### src/slcr_pkg.sv
// package: constants, states and carriers for the serial link core reset block
package slcr_pkg;

    // ----------------------------------------
    // widths and timing
    // ----------------------------------------
    localparam int SLCR_CLK_HZ = 20_000_000;
    localparam int SLCR_MIN_RESET_NS = 50;
    localparam int SLCR_MIN_RESET_CYC =
        (SLCR_MIN_RESET_NS * (SLCR_CLK_HZ / 1_000_000) + 999) / 1000;
    localparam int SLCR_BUF_DEPTH = 16;
    localparam int SLCR_PTR_W = 4;
    localparam int SLCR_DATA_W = 32;
    localparam int SLCR_NUM_MM = 2;
    localparam int SLCR_FLUSH_CYC = 16;
    localparam int SLCR_CNT_W = 5;

    // ----------------------------------------
    // reset values
    // ----------------------------------------
    localparam logic [SLCR_PTR_W-1:0] SLCR_PTR_RST = 4'h0;
    localparam logic [SLCR_PTR_W:0] SLCR_LVL_RST = 5'h00;
    localparam logic [SLCR_CNT_W-1:0] SLCR_CNT_RST = 5'h00;

    // ----------------------------------------
    // sequencer states
    // ----------------------------------------
    typedef enum logic [1:0] {
        SLCR_ST_HOLD,
        SLCR_ST_FLUSH,
        SLCR_ST_RUN
    } slcr_state_t;

    // ----------------------------------------
    // carriers
    // ----------------------------------------
    typedef struct packed {
        logic valid;
        logic [SLCR_DATA_W-1:0] data;
    } slcr_beat_t;

    typedef struct packed {
        logic core_rst;
        logic mgmt_rst;
        logic ready;
    } slcr_rst_t;

endpackage

### src/slcr_buf.sv
// packet buffer emptied by the core reset
module slcr_buf
    import slcr_pkg::*;
(
    // clock and reset
    input wire logic sys_clk_i,
    input wire logic clear_i,
    // write side
    input wire slcr_beat_t wr_i,
    output logic wr_ready_o,
    // read side
    input wire logic rd_ready_i,
    output slcr_beat_t rd_o,
    output logic [SLCR_PTR_W:0] level_o
);

    // ----------------------------------------
    // storage and pointers
    // ----------------------------------------
    logic [SLCR_DATA_W-1:0] mem_r [SLCR_BUF_DEPTH];
    logic [SLCR_PTR_W-1:0] wp_r, wp_nxt, rp_r, rp_nxt;
    logic [SLCR_PTR_W:0] lvl_r, lvl_nxt;
    logic do_wr, do_rd;

    always_comb begin
        do_wr = wr_i.valid && (lvl_r != (SLCR_PTR_W+1)'(SLCR_BUF_DEPTH));
        do_rd = rd_ready_i && (lvl_r != SLCR_LVL_RST);
        wp_nxt = wp_r + SLCR_PTR_W'(do_wr);
        rp_nxt = rp_r + SLCR_PTR_W'(do_rd);
        lvl_nxt = lvl_r + (SLCR_PTR_W+1)'(do_wr) - (SLCR_PTR_W+1)'(do_rd);
        if (clear_i) begin
            // clearing drops every stored entry
            wp_nxt = SLCR_PTR_RST;
            rp_nxt = SLCR_PTR_RST;
            lvl_nxt = SLCR_LVL_RST;
        end
    end

    always_ff @(posedge sys_clk_i) begin
        wp_r <= wp_nxt;
        rp_r <= rp_nxt;
        lvl_r <= lvl_nxt;
        if (do_wr && !clear_i) begin
            mem_r[wp_r] <= wr_i.data;
        end
    end

    always_comb begin
        wr_ready_o = !clear_i && (lvl_r != (SLCR_PTR_W+1)'(SLCR_BUF_DEPTH));
        rd_o.valid = !clear_i && (lvl_r != SLCR_LVL_RST);
        rd_o.data = rd_o.valid ? mem_r[rp_r] : '0;
        level_o = lvl_r;
    end

endmodule

### src/slcr_core.sv
// reset sequencer of the serial link core with its transmit and receive buffers
// Notes on behaviour
// - The core takes one active-low main reset and, on newer families, a management-domain reset.
// - The main reset resets the whole core, and with the management reset its transceiver logic.
// - During reset every wait-request output is high and every other output is low.
// - After a main reset every packet buffer is empty; a management reset alone keeps the buffered data but clears both output registers.
module slcr_core
    import slcr_pkg::*;
(
    // clock and resets
    input wire logic sys_clk_i,
    input wire logic reset_i,
    input wire logic main_rst_n_i,
    input wire logic mgmt_rst_i,
    // transmit path
    input wire slcr_beat_t tx_in_i,
    output logic tx_in_ready_o,
    input wire logic tx_out_ready_i,
    output slcr_beat_t tx_out_o,
    // receive path
    input wire slcr_beat_t rx_in_i,
    output logic rx_in_ready_o,
    input wire logic rx_out_ready_i,
    output slcr_beat_t rx_out_o,
    // memory-mapped port handshakes
    input wire logic [SLCR_NUM_MM-1:0] mm_req_i,
    output logic [SLCR_NUM_MM-1:0] mm_waitrequest_o,
    // status
    output slcr_rst_t status_o,
    output logic [SLCR_PTR_W:0] tx_level_o,
    output logic [SLCR_PTR_W:0] rx_level_o
);

    // ----------------------------------------
    // reset sources
    // ----------------------------------------
    logic core_rst, mgmt_rst, in_reset;
    slcr_state_t st_r, st_nxt;
    logic [SLCR_CNT_W-1:0] cnt_r, cnt_nxt;

    function automatic logic beat_ok(input slcr_beat_t b, input logic rdy);
        beat_ok = b.valid && rdy;
    endfunction

    always_comb begin
        core_rst = reset_i || !main_rst_n_i;
        mgmt_rst = core_rst || mgmt_rst_i;
    end

    // ----------------------------------------
    // sequencer
    // ----------------------------------------
    always_comb begin
        st_nxt = st_r;
        cnt_nxt = cnt_r;
        if (core_rst) begin
            // any main reset restarts the whole core
            st_nxt = SLCR_ST_HOLD;
            cnt_nxt = SLCR_CNT_RST;
        end else begin
            unique case (st_r)
                SLCR_ST_HOLD: begin
                    st_nxt = SLCR_ST_FLUSH;
                    cnt_nxt = SLCR_CNT_RST;
                end
                SLCR_ST_FLUSH: begin
                    cnt_nxt = cnt_r + SLCR_CNT_W'(1);
                    if (cnt_r == SLCR_CNT_W'(SLCR_MIN_RESET_CYC - 1)) begin
                        st_nxt = SLCR_ST_RUN;
                    end
                end
                SLCR_ST_RUN: begin
                    st_nxt = SLCR_ST_RUN;
                end
                default: begin
                    st_nxt = SLCR_ST_HOLD;
                end
            endcase
        end
    end

    always_ff @(posedge sys_clk_i) begin
        st_r <= st_nxt;
        cnt_r <= cnt_nxt;
    end

    always_comb begin
        in_reset = core_rst || (st_r != SLCR_ST_RUN);
    end

    // ----------------------------------------
    // packet buffers
    // ----------------------------------------
    slcr_beat_t tx_rd, rx_rd;
    logic tx_wr_rdy, rx_wr_rdy;
    logic [SLCR_PTR_W:0] tx_lvl, rx_lvl;
    slcr_beat_t tx_wr, rx_wr;

    always_comb begin
        tx_wr.valid = beat_ok(tx_in_i, tx_in_ready_o) && !in_reset;
        tx_wr.data = tx_in_i.data;
        rx_wr.valid = beat_ok(rx_in_i, rx_in_ready_o) && !in_reset;
        rx_wr.data = rx_in_i.data;
    end

    slcr_buf u_tx_buf (
        .sys_clk_i(sys_clk_i),
        .clear_i(in_reset),
        .wr_i(tx_wr),
        .wr_ready_o(tx_wr_rdy),
        // pop only when the output register takes the head
        .rd_ready_i((!tx_out_o.valid || tx_out_ready_i) && !in_reset && !mgmt_rst),
        .rd_o(tx_rd),
        .level_o(tx_lvl)
    );

    slcr_buf u_rx_buf (
        .sys_clk_i(sys_clk_i),
        .clear_i(in_reset),
        .wr_i(rx_wr),
        .wr_ready_o(rx_wr_rdy),
        // pop only when the output register takes the head
        .rd_ready_i((!rx_out_o.valid || rx_out_ready_i) && !in_reset && !mgmt_rst),
        .rd_o(rx_rd),
        .level_o(rx_lvl)
    );

    // ----------------------------------------
    // registered outputs
    // ----------------------------------------
    slcr_beat_t tx_out_r, tx_out_nxt, rx_out_r, rx_out_nxt;
    logic tx_rdy_r, tx_rdy_nxt, rx_rdy_r, rx_rdy_nxt;
    logic [SLCR_NUM_MM-1:0] wait_r, wait_nxt;
    slcr_rst_t stat_r, stat_nxt;
    logic [SLCR_PTR_W:0] txl_r, txl_nxt, rxl_r, rxl_nxt;
    logic tx_pop, rx_pop;

    always_comb begin
        tx_pop = tx_out_r.valid && tx_out_ready_i;
        rx_pop = rx_out_r.valid && rx_out_ready_i;
        tx_out_nxt = tx_out_r;
        rx_out_nxt = rx_out_r;
        if (!tx_out_r.valid || tx_pop) begin
            tx_out_nxt = tx_rd;
        end
        if (!rx_out_r.valid || rx_pop) begin
            rx_out_nxt = rx_rd;
        end
        tx_rdy_nxt = tx_wr_rdy;
        rx_rdy_nxt = rx_wr_rdy;
        wait_nxt = ~mm_req_i;
        stat_nxt.core_rst = 1'b0;
        stat_nxt.mgmt_rst = 1'b0;
        stat_nxt.ready = 1'b1;
        txl_nxt = tx_lvl;
        rxl_nxt = rx_lvl;
        if (in_reset || mgmt_rst) begin
            // wait-requests high, all else low
            tx_out_nxt = '0;
            rx_out_nxt = '0;
            tx_rdy_nxt = 1'b0;
            rx_rdy_nxt = 1'b0;
            wait_nxt = '1;
            stat_nxt = '0;
            txl_nxt = SLCR_LVL_RST;
            rxl_nxt = SLCR_LVL_RST;
        end
    end

    always_ff @(posedge sys_clk_i) begin
        tx_out_r <= tx_out_nxt;
        rx_out_r <= rx_out_nxt;
        tx_rdy_r <= tx_rdy_nxt;
        rx_rdy_r <= rx_rdy_nxt;
        wait_r <= wait_nxt;
        stat_r <= stat_nxt;
        txl_r <= txl_nxt;
        rxl_r <= rxl_nxt;
    end

    always_comb begin
        tx_out_o = tx_out_r;
        rx_out_o = rx_out_r;
        tx_in_ready_o = tx_rdy_r;
        rx_in_ready_o = rx_rdy_r;
        mm_waitrequest_o = wait_r;
        status_o = stat_r;
        tx_level_o = txl_r;
        rx_level_o = rxl_r;
    end

endmodule

### config.mk
export PLATFORM = sky130hd
export DESIGN_NAME = slcr_core
export DESIGN_NICKNAME = d
export VERILOG_FILES = /design/src/slcr_pkg.sv /design/src/slcr_buf.sv /design/src/slcr_core.sv
export SDC_FILE = /design/constraint.sdc
export NUM_CORES = 1
export LEC_CHECK = 0
export ABC_AREA = 0
export BUFFER_PORTS_ARGS = -buffer_cell sky130_fd_sc_hd__buf_2
export CAP_MARGIN = 10
export CORE_MARGIN = 2
export CORE_UTILIZATION = 32
export CTS_CLUSTER_SIZE = 24
export DETAILED_ROUTE_END_ITERATION = 8
export PLACE_DENSITY = 0.47
export SYNTH_ARGS = -nofsm -noshare
export SYNTH_HDL_FRONTEND = slang
export SYNTH_SLANG_ARGS = --single-unit
### constraint.sdc
create_clock -name sys_clk_i -period 6.7 [get_ports sys_clk_i]
set_clock_uncertainty 0.1 [all_clocks]
set_input_delay 1.005 -clock sys_clk_i [delete_from_list [all_inputs] [get_ports sys_clk_i]]
set_output_delay 1.005 -clock sys_clk_i [all_outputs]
set_load 0.01 [all_outputs]
==> results summary <==
The run finished with clean final reports. Clock-pin slew was measured on the worst setup and hold paths at approximately 0.06 ns. The HPWL after detailed placement is between 50 and 60 mm. The routed length per placed instance is around 24 µm.

The total I/O pin count came out at ~160. The distinct cell type count after synthesis is 50. The number of clock sinks seen by CTS is between 1000 and 1500. Counting cells, the worst reg-to-reg path comes to 7. The final weighted congestion in routability-driven placement is slightly above 0.7. The overall power after layout is approximately 14 mW.

The initial standard-cell utilization of the core is 0.3224. The die outline height is 370.7 µm. The post-cts repair resize count came out at 0. In the final layout, the multi-input gates occupy a little under 10000 µm².

The worst hold path terminates at mm_waitrequest_o[1]. After synthesis, the mean cell area works out to 21.51 µm². On the critical path the largest part of the delay comes from simple AND/OR/NAND/NOR gates. The startpoint type of the worst setup path is a flip-flop.

In the post-synthesis netlist, the cell with the most instances is edfxtp_1. The top cell type's share of synthesized area came out at 0.7147. The largest individual stage delay along the critical path comes from the cell nor3_2.

The clock tree synthesis step divided the H-tree into 3 levels. The final standard cell area without fillers came out at roughly 50000 µm². The CTS tree is done. The total power per unit cell area came out at between 200 and 300 nW/µm².

The number of max-cap violations is 0. The final period demand of the worst path came out at between 4 and 5 ns. The die covers approximately 140000 µm².

The data required time of the critical path is 7.00 ns. The Yosys step of the flow raised 0 warnings. For the pin with the worst max-slew slack, the measured transition is approximately 1.2 ns. The register-to-register path setup slack came out at 2.61 ns.

The largest fanout of any net on the critical path came out at 18. After detailed routing, the number of remaining DRC violations is 0. Summed over all cells, the static leakage comes to roughly 16 nW. The latest clock arrival within the worst-skew pair is between 0.7 and 0.8 ns. The synthesized design spends more area on one cell type than any other, namely edfxtp_1. Clock tree synthesis selected as its root buffer the cell clkbuf_16. The critical path goes through inv_1 > ha_1 > nand3b_2 > nor3_2 > nand3b_1 > nor2_4 > buf_4. The number of synthesized flops with an enable pin came out at about 1000. The peak clock frequency supported by timing is 244.8 MHz. The first global-routing pass estimated 146.9 mm of wire. The number of filler cells placed in the layout came out at between 10000 and 15000. The number of buffers created by CTS came out at 119. The iteration-0 DRC count of the detailed router is 1698. The post-synth design cell area is 43020 µm². The maximum count of clock buffers along a single path is 3.

Counting instances, the worst hold path has a depth of 2. For this run, the register share of the synthesized area comes to 0.7678. Once layout is complete, the utilization of the core stands at 0.3754. The post-route antenna net violation count is 0. The global route total overflow is 0. In the finished design, the share of the clock period the worst path needs comes to 0.6098. The flip-flop and latch count after synthesis is 1138.

The final non-filler cell total is around 4100. In the synthesized netlist, the cells that appear most often are 1024 x edfxtp_1, 253 x mux4_2, 120 x nor2_1. The largest vdd supply drop is ~220 µV. The number of global-route vias before repair is 21592.

In the synthesized netlist the dominant register cell turns out to be edfxtp_1. Setup violations remaining at the end of the flow were counted as 0. OpenSTA, run right after detailed placement, puts the worst setup slack at 1.984 ns.

The critical setup path kind is reg -> reg. The startpoint of the lowest-slack register-to-register path is st_r[0]. The max-slew violation total from the final report is 0. The total instance count after detailed placement came out at around 3900.

Entering global routing, the biggest net connects 110 pins. Port buffering added 154 buffers. The worst register-to-register path ends at u_rx_buf.mem_r[5][28]. The area added between synthesis and finish is 16.45%. The share of post-route cells with drive strength above 1 is 0.3093.

Setup total negative slack on the finished layout was measured at 0 ns. The detailed-route wire length came out at 100.2 mm. STA classifies the critical path endpoint as a flip-flop. The total number of nets in the final design is ~2300.

Synthesis produced a netlist whose cell count is 2000. For the worst setup path, the data arrival time is ~4.4 ns. The die is approximately 370 µm wide.

The worst hold path begins at mm_req_i[1]. Detailed routing inserted a total of between 20000 and 25000 vias. Of all flip-flops after synthesis, the portion carrying an async set or reset was 0.

The placed cell area came out at around 46000 µm². The number of buffers inserted for hold repair after clock tree synthesis came out at 0. In this design, the stage delay of the slowest critical-path cell is 0.93 ns. Across every metal layer, demand over resource in global routing totals 0.1471. The tightest hold path in the finished design has a slack of 0.3141 ns. The critical path buffer and inverter count came out at 2. The setup fix buffers added after clock tree synthesis came out at 0.

In the final layout, flip-flops and latches occupy between 30000 and 40000 µm². Setup repair after global routing left no endpoint under its margin. In this run the worst hold path is classified as in -> reg. Ranked by total cell area, the synthesized netlist is headed by edfxtp_1 71%, mux4_2 13%, dfxtp_1 5.3%. The area of the core came out at between 100000 and 150000 µm². The number of hold violations in the final report was 0. The number of antenna violations at the first check in global routing came out at 15. The slack of the critical path is around 2.6 ns. In this run the tightest slew margin relative to its limit is 0.2148.

The first-pass iteration count of the detailed router came out at 4. The floorplan has between 100 and 150 rows. In the routed layout, each cell is associated on average with a via count of a little under 5.
-- worst max path at each step --
stage	from	to	slack (ns)	cells after the start
final	st_r[0]	u_rx_buf.mem_r[5][28]	2.61	7
after global routing	st_r[0]	u_rx_buf.mem_r[5][28]	2.39	7
after CTS	st_r[0]	u_rx_buf.mem_r[5][8]	2.54	7
after detailed placement	reset_i	u_rx_buf.mem_r[5][5]	1.98	6
after global placement	reset_i	u_rx_buf.mem_r[2][2]	2.11	5
after floorplan	reset_i	u_rx_buf.mem_r[0][0]	1.87	4
-- sequential cells by signal, summed over array words and instances, names as in the netlist, 4 cells and up --
register and cells:
u_tx_buf.mem_r 512, u_rx_buf.level_o 5, rx_level_o 5, u_rx_buf.wp_r 4
rx_out_o 33, u_rx_buf.rp_r 4, u_tx_buf.wp_r 4, u_rx_buf.mem_r 512
tx_out_o 33, cnt_r 5, u_tx_buf.rp_r 4, tx_level_o 5
u_tx_buf.level_o 5
-- report_power, final --
part | switching (mW) | leakage [nW] | total, mW | internal [mW]
sequential | 0.000799 | 10.1 | 7.72 | 7.72
clock | 2.78 | 1.94 | 6.57 | 3.78
combinational | 0.109 | 3.63 | 0.128 | 0.0189
-- placed cells by master, fill, tap and decap left out, drive strengths merged, types with 22 or more instances in the layout --
master	n
a211o	32
a22oi	33
buf	202
clkbuf	161
clkinv	51
dfxtp	114
edfxtp	1024
ha	22
inv	24
mux2	32
mux2i	100
mux4	256
nor2	120
o21ai	37
-- cell type report --
type                            count  area share
Antenna cell                        2  0.00009990
Inverter                           20    0.001498
Clock inverter                     66     0.01436
Sequential cell                  1138      0.6598
Multi-Input combinational cell    744      0.1922
Clock buffer                      161     0.06438
Tap cell                         1768     0.04415
Timing Repair Buffer              202     0.02358
-- kinds of logic after synthesis --
logic type                 synth area share
AOI/OAI and AO/OA                   0.01896
xor gates and xnor gates           0.003257
adders and majority gates          0.007329
buffers and inverters               0.01431
DFF                                  0.7678
muxes                                0.1659
other                            0.00008716
and+or+nand+nor                     0.02239
-- layer usage --
layer | global-route usage | vias to the layer above | wire (µm)
li1 | - | 8700 | -
met1 | 0.2063 | 10732 | 45880
met2 | 0.2309 | 503 | 46780
met3 | 0.03543 | 135 | 5765
met4 | 0.03566 | 10 | 1697
met5 | 0 | - | 59
(Power assumes the default switching activity.)
